<file path="config.mk">
export PLATFORM = sky130hd
export DESIGN_NAME = board_control_status_regs
export DESIGN_NICKNAME = d
export VERILOG_FILES = /design/src/common/board_ctrl_pkg.sv /design/src/rtl/board_control_status_regs.sv /design/src/rtl/sticky_flag.sv /design/src/rtl/wdog_timer.sv
export SDC_FILE = /design/constraint.sdc
export NUM_CORES = 1
export LEC_CHECK = 0
export ABC_CLOCK_PERIOD_IN_PS = 2650
export BUFFER_PORTS_ARGS = -buffer_cell sky130_fd_sc_hd__buf_4
export CORE_MARGIN = 5
export CORE_UTILIZATION = 57
export CTS_CLUSTER_SIZE = 16
export DETAILED_ROUTE_END_ITERATION = 16
export PLACE_DENSITY_LB_ADDON = 0.3
export SLEW_MARGIN = 20
export SYNTH_ARGS = -nofsm -noshare
export SYNTH_HDL_FRONTEND = slang
export SYNTH_SLANG_ARGS = --single-unit
</file>
<file path="constraint.sdc">
create_clock -name core_clk -period 2.65 [get_ports core_clk]
set_input_delay 0.53 -clock core_clk [delete_from_list [all_inputs] [get_ports core_clk]]
set_output_delay 0.53 -clock core_clk [all_outputs]
set_load 0.02 [all_outputs]
</file>
<file path="src/common/board_ctrl_pkg.sv">
// shared constants and types for the board control and status register block
package board_ctrl_pkg;

  // bus command codes, one per access direction; the revision has a read code only
  localparam logic [7:0] CMD_CTRL_WR   = 8'hA0;
  localparam logic [7:0] CMD_CTRL_RD   = 8'hA1;
  localparam logic [7:0] CMD_STAT_A_WR = 8'hB0;
  localparam logic [7:0] CMD_STAT_A_RD = 8'hB1;
  localparam logic [7:0] CMD_STAT_B_WR = 8'hB2;
  localparam logic [7:0] CMD_STAT_B_RD = 8'hB3;
  localparam logic [7:0] CMD_REV_RD    = 8'hC1;

  // seven-bit two-wire bus address of this block
  localparam logic [6:0] BUS_DEV_ADDR  = 7'h2E;

  // reset values and the answer to an unmapped or write-only read
  localparam logic [7:0] CTRL_RESET    = 8'h00;
  localparam logic [7:0] READ_NONE     = 8'h00;
  localparam logic [7:0] REV_DEFAULT   = 8'h01;   // arbitrary value

  // board_control fields
  localparam int CTRL_SOFT_RESET_BIT   = 0;
  localparam int CTRL_RETRIG_BIT       = 2;
  localparam int CTRL_PERIOD_LSB       = 3;
  localparam int CTRL_PERIOD_MSB       = 4;

  // reset_cause_status_a fields
  localparam int STA_1V8_BIT           = 7;
  localparam int STA_1V35_BIT          = 4;

  // watchdog_reset_cause_status_b fields
  localparam int STB_ARMED_BIT         = 7;
  localparam int STB_WDOG_RST_BIT      = 6;
  localparam int STB_HALF_BIT          = 5;
  localparam int STB_12V_BIT           = 4;
  localparam int STB_5V_BIT            = 3;
  localparam int STB_3V3_BIT           = 0;

  // timing
  localparam longint unsigned CLK_HZ        = 250_000_000;
  localparam longint unsigned WDOG_TIME_S_0 = 2;
  localparam longint unsigned WDOG_TIME_S_1 = 10;
  localparam longint unsigned WDOG_TIME_S_2 = 50;
  localparam longint unsigned WDOG_TIME_S_3 = 250;
  localparam int WDOG_CNT_W                 = 36;
  localparam logic [WDOG_CNT_W-1:0] WDOG_CYCLES_0 = WDOG_CNT_W'(WDOG_TIME_S_0 * CLK_HZ);
  localparam logic [WDOG_CNT_W-1:0] WDOG_CYCLES_1 = WDOG_CNT_W'(WDOG_TIME_S_1 * CLK_HZ);
  localparam logic [WDOG_CNT_W-1:0] WDOG_CYCLES_2 = WDOG_CNT_W'(WDOG_TIME_S_2 * CLK_HZ);
  localparam logic [WDOG_CNT_W-1:0] WDOG_CYCLES_3 = WDOG_CNT_W'(WDOG_TIME_S_3 * CLK_HZ);
  localparam longint unsigned SYS_RESET_NS  = 1000;
  localparam logic [7:0] SYS_RESET_CYCLES   = 8'((SYS_RESET_NS * CLK_HZ) / 1_000_000_000);

  // bus byte framing
  localparam logic [3:0] BITS_PER_BYTE = 4'h8;

  // phases of the two-wire byte-data slave
  typedef enum logic [3:0] {
    BUS_IDLE, BUS_ADDR, BUS_ADDR_ACK, BUS_CMD, BUS_CMD_ACK,
    BUS_WDATA, BUS_WDATA_ACK, BUS_RDATA, BUS_RDATA_ACK
  } bus_phase_t;

endpackage

</file>
<file path="src/rtl/board_control_status_regs.sv">
// board control and status registers behind a two-wire byte-data slave
`timescale 1ns/1ps
`default_nettype none

// Notes on behaviour
// - control bit 0 high performs system reset
// - status A read 0xB1, cleared 0xB0
// - status B read 0xB3, cleared 0xB2
// - status A bit 7: 1.8 V failure
// - status A bit 4: 1.35 V failure
// - reserved status bits always read zero
// - status A flags survive system reset
// - any write to status clears it
// - status B bit 7: watchdog armed, live
// - status B bit 6: watchdog reset cause
// - status B bit 5: half period used
// - status B bit 4: 12 V rail absent
// - status B bit 3: 5 V failure
// - status B bit 0: 3.3 V failure
// - status B sticky except armed and half
// - revision readable at 0xC1, never written
// - control written 0xA0, read 0xA1, reset 0x00
// - period select gives 2/10/50/250 seconds
// - retrigger edge restarts; first edge arms watchdog
module board_control_status_regs
#(
  parameter logic [board_ctrl_pkg::WDOG_CNT_W-1:0] WDOG_LIMIT_0 = board_ctrl_pkg::WDOG_CYCLES_0,
  parameter logic [board_ctrl_pkg::WDOG_CNT_W-1:0] WDOG_LIMIT_1 = board_ctrl_pkg::WDOG_CYCLES_1,
  parameter logic [board_ctrl_pkg::WDOG_CNT_W-1:0] WDOG_LIMIT_2 = board_ctrl_pkg::WDOG_CYCLES_2,
  parameter logic [board_ctrl_pkg::WDOG_CNT_W-1:0] WDOG_LIMIT_3 = board_ctrl_pkg::WDOG_CYCLES_3,
  parameter logic [7:0]                            REVISION_NUMBER = board_ctrl_pkg::REV_DEFAULT
)
(
  input  wire logic core_clk,         // 250 MHz block clock
  input  wire logic rst_b,            // power-on reset, active low
  input  wire logic scl_in,           // bus clock level
  input  wire logic sda_in,           // bus data level
  output logic      sda_out,          // bus data drive value
  output logic      sda_oe,           // bus data pulled low while high
  input  wire logic fail_1v8,         // 1.8 V regulator fault
  input  wire logic fail_1v35,        // 1.35 V regulator fault
  input  wire logic fail_5v,          // 5 V regulator fault
  input  wire logic fail_3v3,         // 3.3 V regulator fault
  input  wire logic rail_12v_absent,  // 12 V auxiliary rail missing
  output logic      system_reset      // system reset request, active high
);
  import board_ctrl_pkg::*;

  typedef struct packed {
    bus_phase_t  phase;     // slave phase
    logic        scl_q;     // previous bus clock
    logic        sda_q;     // previous bus data
    logic [7:0]  shift;     // byte shifter
    logic [3:0]  bit_cnt;   // bits of the current byte
    logic        rw;        // read direction
    logic [7:0]  cmd;       // command code of the transaction
    logic        sda_oe;    // pull data low
    logic [7:0]  ctrl;      // board_control
    logic        sys_rst;   // system reset active
    logic [7:0]  rst_cnt;   // cycles of reset left
  } main_state_t;

  main_state_t s;           // registered state
  main_state_t next_s;      // next state

  logic       scl_rise;     // bus clock rising
  logic       scl_fall;     // bus clock falling
  logic       bus_start;    // start or repeated start
  logic       bus_stop;     // stop
  logic       wr_now;       // data byte written this cycle
  logic [7:0] rd_word;      // value for the current read command
  logic       clr_a;        // clear status A
  logic       clr_b;        // clear status B
  logic       wdog_armed;   // live armed state
  logic       wdog_half;    // half period used
  logic       wdog_expire;  // time-out pulse
  logic [5:0] flag_set;     // sticky flag events
  logic [5:0] flag_clr;     // sticky flag clears
  logic [5:0] flag_q;       // sticky flag values

  // bus condition detection, inputs are synchronous to core_clk
  always_comb
  begin
    scl_rise  = scl_in & ~s.scl_q;
    scl_fall  = ~scl_in & s.scl_q;
    bus_start = scl_in & s.scl_q & s.sda_q & ~sda_in;
    bus_stop  = scl_in & s.scl_q & ~s.sda_q & sda_in;
  end

  // read decode; unmapped and write-only codes answer zero
  always_comb
  begin
    rd_word = READ_NONE;
    case (s.cmd)
      CMD_CTRL_RD:
        rd_word = s.ctrl;
      CMD_STAT_A_RD:
      begin
        rd_word[STA_1V8_BIT]  = flag_q[0];
        rd_word[STA_1V35_BIT] = flag_q[1];
      end
      CMD_STAT_B_RD:
      begin
        rd_word[STB_ARMED_BIT]    = wdog_armed;
        rd_word[STB_WDOG_RST_BIT] = flag_q[2];
        rd_word[STB_HALF_BIT]     = wdog_half;
        rd_word[STB_12V_BIT]      = flag_q[3];
        rd_word[STB_5V_BIT]       = flag_q[4];
        rd_word[STB_3V3_BIT]      = flag_q[5];
      end
      CMD_REV_RD:
        rd_word = REVISION_NUMBER;
      default:
        rd_word = READ_NONE;
    endcase
  end

  // byte-data slave, control register and system reset sequencer
  always_comb
  begin
    next_s       = s;
    next_s.scl_q = scl_in;
    next_s.sda_q = sda_in;
    wr_now       = 1'b0;
    if (bus_start)
    begin
      // repeated start keeps the command for a following read
      next_s.phase   = BUS_ADDR;
      next_s.bit_cnt = '0;
      next_s.sda_oe  = 1'b0;
    end
    else if (bus_stop)
    begin
      next_s.phase  = BUS_IDLE;
      next_s.sda_oe = 1'b0;
    end
    else
    begin
      case (s.phase)
        BUS_ADDR, BUS_CMD, BUS_WDATA:
        begin
          if (scl_rise)
          begin
            // sample on the rising bus clock
            next_s.shift   = {s.shift[6:0], sda_in};
            next_s.bit_cnt = s.bit_cnt + 1'b1;
          end
          else if (scl_fall && s.bit_cnt == BITS_PER_BYTE)
          begin
            // whole byte in: acknowledge on the next low phase
            next_s.bit_cnt = '0;
            next_s.sda_oe  = 1'b1;
            if (s.phase == BUS_ADDR)
            begin
              if (s.shift[7:1] == BUS_DEV_ADDR)
              begin
                next_s.rw    = s.shift[0];
                next_s.phase = BUS_ADDR_ACK;
              end
              else
              begin
                // not ours: stay off the bus until the next start
                next_s.sda_oe = 1'b0;
                next_s.phase  = BUS_IDLE;
              end
            end
            else if (s.phase == BUS_CMD)
            begin
              next_s.cmd   = s.shift;
              next_s.phase = BUS_CMD_ACK;
            end
            else
            begin
              wr_now       = 1'b1;
              next_s.phase = BUS_WDATA_ACK;
            end
          end
        end
        BUS_ADDR_ACK:
        begin
          if (scl_fall)
          begin
            if (s.rw)
            begin
              // load the answer and drive its top bit
              next_s.shift  = rd_word;
              next_s.sda_oe = ~rd_word[7];
              next_s.phase  = BUS_RDATA;
            end
            else
            begin
              next_s.sda_oe = 1'b0;
              next_s.phase  = BUS_CMD;
            end
          end
        end
        BUS_CMD_ACK:
        begin
          if (scl_fall)
          begin
            next_s.sda_oe = 1'b0;
            next_s.phase  = BUS_WDATA;
          end
        end
        BUS_WDATA_ACK:
        begin
          // one data byte per transaction, further bytes go unanswered
          if (scl_fall)
          begin
            next_s.sda_oe = 1'b0;
            next_s.phase  = BUS_IDLE;
          end
        end
        BUS_RDATA:
        begin
          if (scl_fall)
          begin
            next_s.bit_cnt = s.bit_cnt + 1'b1;
            if (s.bit_cnt == BITS_PER_BYTE - 1'b1)
            begin
              // release for the master's acknowledge
              next_s.sda_oe = 1'b0;
              next_s.phase  = BUS_RDATA_ACK;
            end
            else
            begin
              next_s.shift  = {s.shift[6:0], 1'b0};
              next_s.sda_oe = ~s.shift[6];
            end
          end
        end
        BUS_RDATA_ACK:
        begin
          if (scl_fall)
            next_s.phase = BUS_IDLE;
        end
        default:
          next_s.phase = BUS_IDLE;
      endcase
    end

    // control register write; ignored while a system reset runs
    if (wr_now && s.cmd == CMD_CTRL_WR && !s.sys_rst)
      next_s.ctrl = s.shift;

    // system reset sequencer
    if (s.sys_rst)
    begin
      // control returns to its default for the whole pulse
      next_s.ctrl = CTRL_RESET;
      if (s.rst_cnt == '0)
        next_s.sys_rst = 1'b0;
      else
        next_s.rst_cnt = s.rst_cnt - 1'b1;
    end
    else if (s.ctrl[CTRL_SOFT_RESET_BIT] || wdog_expire)
    begin
      next_s.sys_rst = 1'b1;
      next_s.rst_cnt = SYS_RESET_CYCLES - 1'b1;
      next_s.ctrl    = CTRL_RESET;
    end
  end

  // state register, power-on reset only
  always_ff @(posedge core_clk or negedge rst_b)
  begin
    if (!rst_b)
    begin
      s       <= '0;
      s.phase <= BUS_IDLE;
      s.ctrl  <= CTRL_RESET;
      s.scl_q <= 1'b1;        // idle bus level, so no false edge follows reset
      s.sda_q <= 1'b1;        // idle bus level, so no false start or stop
    end
    else
      s <= next_s;
  end

  // any data byte written to a status code clears it, value ignored
  always_comb
  begin
    clr_a = wr_now && s.cmd == CMD_STAT_A_WR;
    clr_b = wr_now && s.cmd == CMD_STAT_B_WR;
    // faults latch at once, well before the reset pulse ends
    flag_set = {fail_3v3, fail_5v, rail_12v_absent,
                wdog_expire, fail_1v35, fail_1v8};
    flag_clr = {clr_b, clr_b, clr_b, clr_b, clr_a, clr_a};
  end

  // sticky flags see only rst_b, so a system reset leaves them alone
  genvar gi;
  generate
    for (gi = 0; gi < 6; gi = gi + 1)
    begin : g_flag
      sticky_flag u_flag
      (
        .core_clk (core_clk),
        .rst_b    (rst_b),
        .set      (flag_set[gi]),
        .clr      (flag_clr[gi]),
        .flag     (flag_q[gi])
      );
    end
  endgenerate

  // watchdog, held inactive through each system reset
  wdog_timer
  #(
    .LIMIT_0 (WDOG_LIMIT_0),
    .LIMIT_1 (WDOG_LIMIT_1),
    .LIMIT_2 (WDOG_LIMIT_2),
    .LIMIT_3 (WDOG_LIMIT_3)
  )
  u_wdog
  (
    .core_clk   (core_clk),
    .rst_b      (rst_b),
    .sys_rst    (s.sys_rst),
    .period_sel (s.ctrl[CTRL_PERIOD_MSB:CTRL_PERIOD_LSB]),
    .retrig     (s.ctrl[CTRL_RETRIG_BIT]),
    .armed      (wdog_armed),
    .half       (wdog_half),
    .expire     (wdog_expire)
  );

  // pin drive: open drain, value always low
  assign sda_out      = 1'b0;
  assign sda_oe       = s.sda_oe;
  assign system_reset = s.sys_rst;
endmodule
`default_nettype wire

</file>
<file path="src/rtl/sticky_flag.sv">
// one sticky status flag kept by the power-on reset only
`timescale 1ns/1ps
`default_nettype none
module sticky_flag
(
  input  wire logic core_clk,   // block clock
  input  wire logic rst_b,      // power-on reset, not system reset
  input  wire logic set,        // hardware event
  input  wire logic clr,        // software clear
  output logic      flag        // sticky state
);
  import board_ctrl_pkg::*;

  typedef struct packed {
    logic flag;                 // held value
  } flag_state_t;

  flag_state_t s;               // registered state
  flag_state_t next_s;          // next state

  // set beats clear so an event in the clearing cycle survives
  always_comb
  begin
    next_s      = s;
    next_s.flag = set | (s.flag & ~clr);
  end

  // system reset does not reach here, only power-on
  always_ff @(posedge core_clk or negedge rst_b)
  begin
    if (!rst_b)
      s <= '0;
    else
      s <= next_s;
  end

  assign flag = s.flag;
endmodule
`default_nettype wire

</file>
<file path="src/rtl/wdog_timer.sv">
// watchdog timer with selectable period, half-time mark and expiry pulse
`timescale 1ns/1ps
`default_nettype none
module wdog_timer
#(
  parameter logic [board_ctrl_pkg::WDOG_CNT_W-1:0] LIMIT_0 = board_ctrl_pkg::WDOG_CYCLES_0,
  parameter logic [board_ctrl_pkg::WDOG_CNT_W-1:0] LIMIT_1 = board_ctrl_pkg::WDOG_CYCLES_1,
  parameter logic [board_ctrl_pkg::WDOG_CNT_W-1:0] LIMIT_2 = board_ctrl_pkg::WDOG_CYCLES_2,
  parameter logic [board_ctrl_pkg::WDOG_CNT_W-1:0] LIMIT_3 = board_ctrl_pkg::WDOG_CYCLES_3
)
(
  input  wire logic       core_clk,     // block clock
  input  wire logic       rst_b,        // power-on reset
  input  wire logic       sys_rst,      // system reset in progress
  input  wire logic [1:0] period_sel,   // wdog_period_select
  input  wire logic       retrig,       // wdog_retrigger_bit
  output logic            armed,        // live armed state
  output logic            half,         // half period used
  output logic            expire        // one-cycle time-out pulse
);
  import board_ctrl_pkg::*;

  typedef struct packed {
    logic                  armed;   // counting
    logic                  trg_q;   // last retrigger level
    logic                  half;    // half mark passed
    logic                  expire;  // time-out pulse
    logic [WDOG_CNT_W-1:0] cnt;     // cycles since retrigger
  } wdog_state_t;

  wdog_state_t s;                   // registered state
  wdog_state_t next_s;              // next state
  logic [WDOG_CNT_W-1:0] limit;     // selected period in cycles

  // period choice and count progress
  always_comb
  begin
    case (period_sel)
      2'h0:    limit = LIMIT_0;
      2'h1:    limit = LIMIT_1;
      2'h2:    limit = LIMIT_2;
      default: limit = LIMIT_3;
    endcase
    next_s        = s;
    next_s.expire = 1'b0;
    next_s.trg_q  = retrig;
    if (sys_rst)
    begin
      // inactive after system reset; control bits are cleared alongside
      next_s.armed = 1'b0;
      next_s.half  = 1'b0;
      next_s.cnt   = '0;
      next_s.trg_q = 1'b0;
    end
    else if (retrig != s.trg_q)
    begin
      // any edge arms and restarts
      next_s.armed = 1'b1;
      next_s.half  = 1'b0;
      next_s.cnt   = '0;
    end
    else if (s.armed)
    begin
      if (s.cnt == limit - 1'b1)
      begin
        next_s.expire = 1'b1;
        next_s.armed  = 1'b0;
        next_s.half   = 1'b0;
        next_s.cnt    = '0;
      end
      else
      begin
        next_s.cnt  = s.cnt + 1'b1;
        next_s.half = (s.cnt + 1'b1) >= (limit >> 1);
      end
    end
  end

  // state register
  always_ff @(posedge core_clk or negedge rst_b)
  begin
    if (!rst_b)
      s <= '0;
    else
      s <= next_s;
  end

  assign armed  = s.armed;
  assign half   = s.half;
  assign expire = s.expire;
endmodule
`default_nettype wire

</file>
==> metrics, run 1 <==
status=complete, but fails checks; failing checks=negative setup slack; worst-path maximum fanout=4; Multi-input gate area=0.00361 mm^2; first-pass GRT wire length=27500 um; Final min period=2.89 ns; total routed wirelength=16700 um; post-synthesis compound-gate area fraction=0.186; Critical Path Source Type=flip-flop; routability congestion estimate=1.01; Hold WC Path Type=input port to asynchronous set/reset pin; FF+latch area=0.00228 mm^2; vias per inst=6.32; fmax=346 MHz; Setup Viol. Count Final=3; reg-to-reg slack, setup=-0.24 ns; Total Routing Usage GR=0.268; IO Port Bufs=10; Cells after Synth=668; #FFs+latches synth=91; Arr. time, crit path=3.17 ns; area leader, netlist=dfrtp_1; maximum vdd ir drop=0.382 mV; Max Root-Sink Buffers=2; Seq/Total Area, Yosys=0.379; routed length per placed instance=18.6 um; clock slew seen by the registers of the worst setup and hold paths=0.10 ns; max-slew violation count=0; Starting Density=0.582; FFs w/ async S/R, synth=1.00; Post-DP HPWL=11700 um; Final Power=3.15 mW; final worst slack=-0.244 ns; Die ar.=0.0127 mm^2; Syn Nets=706; R2R Path Start=u_wdog.s[10]; vias in the first global route=5548; Synth Area in Simple Gates=0.239; # DRC=0; Post-Route Skew=0.0164 ns; Post-synth EDFFs=0; initial antenna violation count=0; Worst R2R Path Depth=12; Top FF cell, synth=dfrtp_1; maximum level of the CTS H-tree=3; nets=796; Final Hold Viols=0; met2 Use GR=0.439; antenna-violating nets left=0; kind of critical path=flip-flop to flip-flop; Top Usage Layer GRT=met2; fraction of layout cells with a size suffix above 1=0.253; via count=5678; CTS root buf=clkbuf_8; Synthesis Warnings=0; hold buffers post-CTS=0; CTS sink cnt=91; core area=0.0103 mm^2; GR Util met1=0.345; Final period util=1.09; starting DRC count in detailed routing=601; Power Density=430 mW/mm^2; filler instances=769; Die W=113 um; Leakage=3.42 nW; num rows=37; top cells by area, synth=dfrtp_1, ha_1, nor2_1; CP endpoint kind=flip-flop; Tightest Pin Transition=0.572 ns; Post-Synthesis Cell Area=0.00601 mm^2; number of iterations in the first detailed-routing pass=7; RR Endpoint=u_wdog.half; dpl ws=-0.242 ns; Synth top area share=0.371; mux contribution to synthesized area=0.0389; Worst EP required=2.92 ns; CTS buffer count=9; adder-cell area share of the yosys netlist=0.0604; clk_lat worst skew=0.39 ns; GRT overflow=0; post-synthesis xor/xnor area fraction=0.0495; Cell variety after synth=74; largest family of logic cells by synthesized area=simple AND/OR/NAND/NOR gates; die span in y=113 um; pin count of the biggest net entering global routing=51; fin util=0.711; Slew HR=0.616; ANT cells=0; IO Pins=12; global-route track usage on met3=0.0674; CTS tree=yes; RSZ-0062 raised after global routing=yes; max cap viols=0; Layout area overhead=22.2%; syn_area_per_cell=9.00 um^2
-- layer usage --
metal / routed length, um / part of all wire / vias to the layer above
met1: 6930 / 0.41 / 2725
met5: 0 / 0 / -
li1: - / - / 2630
met4: 564 / 0.034 / 0
met2: 7920 / 0.47 / 263
met3: 1320 / 0.079 / 60
-- how the worst max path moves through the flow --
stage | start | end | slack [ns] | depth (start not counted)
2_1_floorplan | u_wdog.s[1] | u_wdog.half | -0.007 | 12
3_3_place_gp | u_wdog.s[16] | u_wdog.half | -0.20 | 11
3_5_place_dp | u_wdog.s[15] | u_wdog.half | -0.24 | 11
4_1_cts | u_wdog.s[5] | u_wdog.half | -0.13 | 12
5_1_grt | u_wdog.s[10] | u_wdog.half | -0.35 | 12
6_report | u_wdog.s[10] | u_wdog.half | -0.24 | 12
-- power breakdown --
part	switching [mW]	internal, mW	leakage (nW)
logic	0.273	0.214	2.10
clock network	0.546	0.454	0.101
registers	0.175	1.49	1.22
total	0.994	2.16	3.42
-- synthesized netlist by cell type, types with 6 or more instances --
library cell  number
a21o_1            11
a21oi_1           26
a22oi_1            9
a32o_1            18
and3_1            13
and4_1            10
clkbuf_1          27
dfrtp_1           89
ha_1              29
inv_1             17
mux2_2            11
mux2i_1           11
nand2_1           58
nand2b_1           9
nand3_1           28
nand4_1           12
nor2_1            63
nor2b_1           14
nor3_1            15
nor4_1             9
o21ai_0           33
o21ai_1           15
o31ai_1           12
or3_1              6
xnor2_1           18
xor2_1            16
-- what timing repair did --
item / 4_1_cts / 5_1_grt
gates resized for setup: 15 / 21
pin swaps: 5 / 17
gates cloned: 1 / 1
buffers inserted: 4 / 11
setup endpoints to repair: 26 / 22
-- sequential cells by signal (all words and copies together) (netlist names) --
signal / flops
s: 43
u_wdog.s: 37
g_flag.u_flag.flag: 6
sda_oe: 1
system_reset: 1
u_wdog.armed: 1
u_wdog.expire: 1
u_wdog.half: 1
-- cell usage in the layout, fill, tap and decap left out, drive strengths merged, types with 12 or more instances in the layout --
| cell type | synthesis | final |
|---|---|---|
| buf | 13 | 120 |
| nand3 | 29 | 29 |
| and3 | 13 | 13 |
| inv | 18 | 21 |
| nand4 | 12 | 12 |
| xnor2 | 18 | 18 |
| a21oi | 26 | 26 |
| nor3 | 15 | 15 |
| a32o | 18 | 18 |
| dfrtp | 89 | 89 |
| o31ai | 12 | 12 |
| nand2 | 58 | 58 |
| xor2 | 16 | 16 |
| nor2 | 65 | 65 |
| ha | 29 | 29 |
| o21ai | 48 | 48 |
| nor2b | 15 | 15 |
-- critical path: stages (launching register included) --
cell and delay [ns]:
dfrtp_1 0.37, and4_4 0.26, nand4_1 0.12, buf_6 0.17, nor4_4 0.35, nand3_2 0.17
xnor2_2 0.17, ha_1 0.31, a21o_1 0.17, a21o_1 0.16, a221o_1 0.27, a31oi_2 0.18
o21ai_1 0.07
-- stage by stage --
step                std cells  hold slack, ns  TNS [ns]  instance area (um^2)
global placement          866           0.455    -0.350                  6820
detailed placement        866           0.472     -1.41                  6820
finish                    899           0.126    -0.265                  7340
CTS                       887           0.135    -0.130                  7150
global route              899           0.161     -1.25                  7340
floorplan                 668           0.234  -0.00699                  6070
-- layout make-up --
cell class                      count  share of cell area
Inverter                           18             0.00920
Clock inverter                      6              0.0109
Sequential cell                    91               0.311
Timing Repair Buffer              121               0.137
Multi-Input combinational cell    517               0.492
Clock buffer                       10              0.0174
Tap cell                          136              0.0232
-- logic make-up after synthesis --
logic type,after synthesis
multiplexers,22
AO/OA/AOI/OAI,160
XOR/XNOR,34
AND/OR/NAND/NOR,271
flip-flops,91
adder cells (fa/ha/maj),29
buffers and inverters,60
other,1
Power figures use the tool's default switching activity.
==> run 2: changes to the inputs <==
Settings changed: RECOVER_POWER set to 100, REMOVE_ABC_BUFFERS set to 1.
==> metrics, run 2 (synthesis results as in run 1) <==
clk_lat worst skew=0.38 ns; maximum level of the CTS H-tree=3; Final Hold Viols=0; clock slew seen by the registers of the worst setup and hold paths=0.09 ns; Worst R2R Path Depth=13; core area=0.0103 mm^2; first-pass GRT wire length=27000 um; reg-to-reg slack, setup=-0.29 ns; CTS sink cnt=91; sw frac=0.308; CTS tree=yes; combinational share of power=0.152; ANT cells=0; R2R Path Start=u_wdog.s[0]; DP Area=0.00674 mm^2; P_int=2.15 mW; Tightest Pin Transition=1.16 ns; initial antenna violation count=0; final worst slack=-0.292 ns; Final min period=2.94 ns; Final period util=1.11; Power Density=422 mW/mm^2; dpl ws=-0.216 ns; number of iterations in the first detailed-routing pass=5; Clock Power Share=0.315; die span in y=113 um; Leakage=3.39 nW; max cap viols=0; hold buffers post-CTS=0; Post-Route Skew=0.0133 ns; final instance area=0.00737 mm^2; Net Switching=0.957 mW; Max Root-Sink Buffers=2; Layout area overhead=22.6%; fmax=340 MHz; # DRC=0; commonest non-fill, non-tap cell in the layout=buf_4; CP endpoint kind=flip-flop; Die ar.=0.0127 mm^2; CTS root buf=clkbuf_8; Arr. time, crit path=3.20 ns; total routed wirelength=17500 um; sequential power share=0.533; Die W=113 um; num rows=37; crit path to=u_wdog.half; beginning of the critical path=u_wdog.s[0]; kind of critical path=flip-flop to flip-flop; RR Endpoint=u_wdog.half; failing checks=negative setup slack; routability congestion estimate=1.00; IO Port Bufs=10; fraction of layout cells with a size suffix above 1=0.255; status=complete, but fails checks; worst-path maximum fanout=4; RSZ-0062 raised after global routing=yes; via count=5888; Total Routing Usage GR=0.259; Worst EP required=2.91 ns; maximum vdd ir drop=0.337 mV; starting DRC count in detailed routing=514; Setup Viol. Count Final=17; GRT overflow=0; CTS buffer count=9; vias in the first global route=5488; most frequent cells in the layout=buf_4, dfrtp_1, nor2_1; vias per inst=6.54; Post-DP HPWL=11500 um; Slew HR=0.225; routed length per placed instance=19.5 um; IO Pins=12; Critical Path Source Type=flip-flop; max-slew violation count=0; setup_tns=-1.32 ns; pin count of the biggest net entering global routing=47; Hold WC Path Type=input port to flip-flop; antenna-violating nets left=0; Top reg by flops=s; nets=798; Largest register FFs=43; Starting Density=0.582
## run 2: changes by cell type in the layout (fill, tap and decap cells not counted), sizes merged
cell,previous run,this run
clkbuf,11,21
clkinv,1,2
inv,21,19
buf,120,112
## run 2: timing repair
| item | 4_1_cts | 5_1_grt |
|---|---|---|
| endpoints found under the hold margin | 0 | 0 |
| gates resized for setup | 25 | 34 |
| buffers inserted | 16 | 10 |
| gates cloned | 0 | 3 |
| pin swaps | 21 | 19 |
| setup endpoints to repair | 9 | 22 |
## run 2: worst min-delay path by stage
stage          cells after the start  slack (ns)                    end       startpoint
2_1_floorplan                      0        0.23  g_flag[0].u_flag.flag            rst_b
3_3_place_gp                       1        0.47  g_flag[2].u_flag.flag    u_wdog.expire
3_5_place_dp                       1        0.47  g_flag[2].u_flag.flag    u_wdog.expire
4_1_cts                            1        0.18           u_wdog.s[16]            rst_b
5_1_grt                            2        0.32  g_flag[3].u_flag.flag  rail_12v_absent
6_report                           2        0.33  g_flag[5].u_flag.flag         fail_3v3
## run 2: power by group through the flow
stage / clock, mW / combinational (mW) / sequential [mW]
after floorplan: 0 / 0.325 / 1.63
after global placement: 0 / 0.456 / 1.68
after detailed placement: 0 / 0.483 / 1.68
after CTS: 0.989 / 0.485 / 1.65
after global routing: 1.05 / 0.532 / 1.68
final: 0.979 / 0.473 / 1.66
## run 2: final cells by class
| class | instances | area, um^2 |
|---|---|---|
| multi-input combinational | 517 | 3650 |
| fill | 719 | 2950 |
| sequential | 91 | 2280 |
| timing repair buffer | 123 | 1000 |
| tap | 136 | 170 |
| clock buffer | 10 | 138 |
| inverter | 18 | 70.1 |
| clock inverter | 5 | 62.6 |
## run 2: per-layer routing
| layer | track usage | wire length [um] |
|---|---|---|
| met5 | 0 | 0 |
| met4 | 0.0970 | 642 |
| met3 | 0.0380 | 1690 |
| met2 | 0.405 | 8010 |
| met1 | 0.366 | 7200 |
## run 2: per-stage QoR
stage	hold WS (ns)	total power, mW	std cells	util
detailed placement	0.474	2.16	858	0.653
global route	0.318	3.26	900	0.714
CTS	0.185	3.13	889	0.694
finish	0.331	3.11	900	0.714
global placement	0.467	2.13	858	0.653
floorplan	0.234	1.96	626	-
## run 2: critical path, stage by stage, from the launching register on
cell,delay (ns)
dfrtp_1,0.39
ha_2,0.19
and3_4,0.20
buf_4,0.11
and3_4,0.20
nand2_1,0.07
nor2_1,0.14
xor2_1,0.26
ha_1,0.34
a21oi_1,0.18
o211ai_1,0.14
a221o_1,0.32
a31oi_1,0.19
o21ai_1,0.08
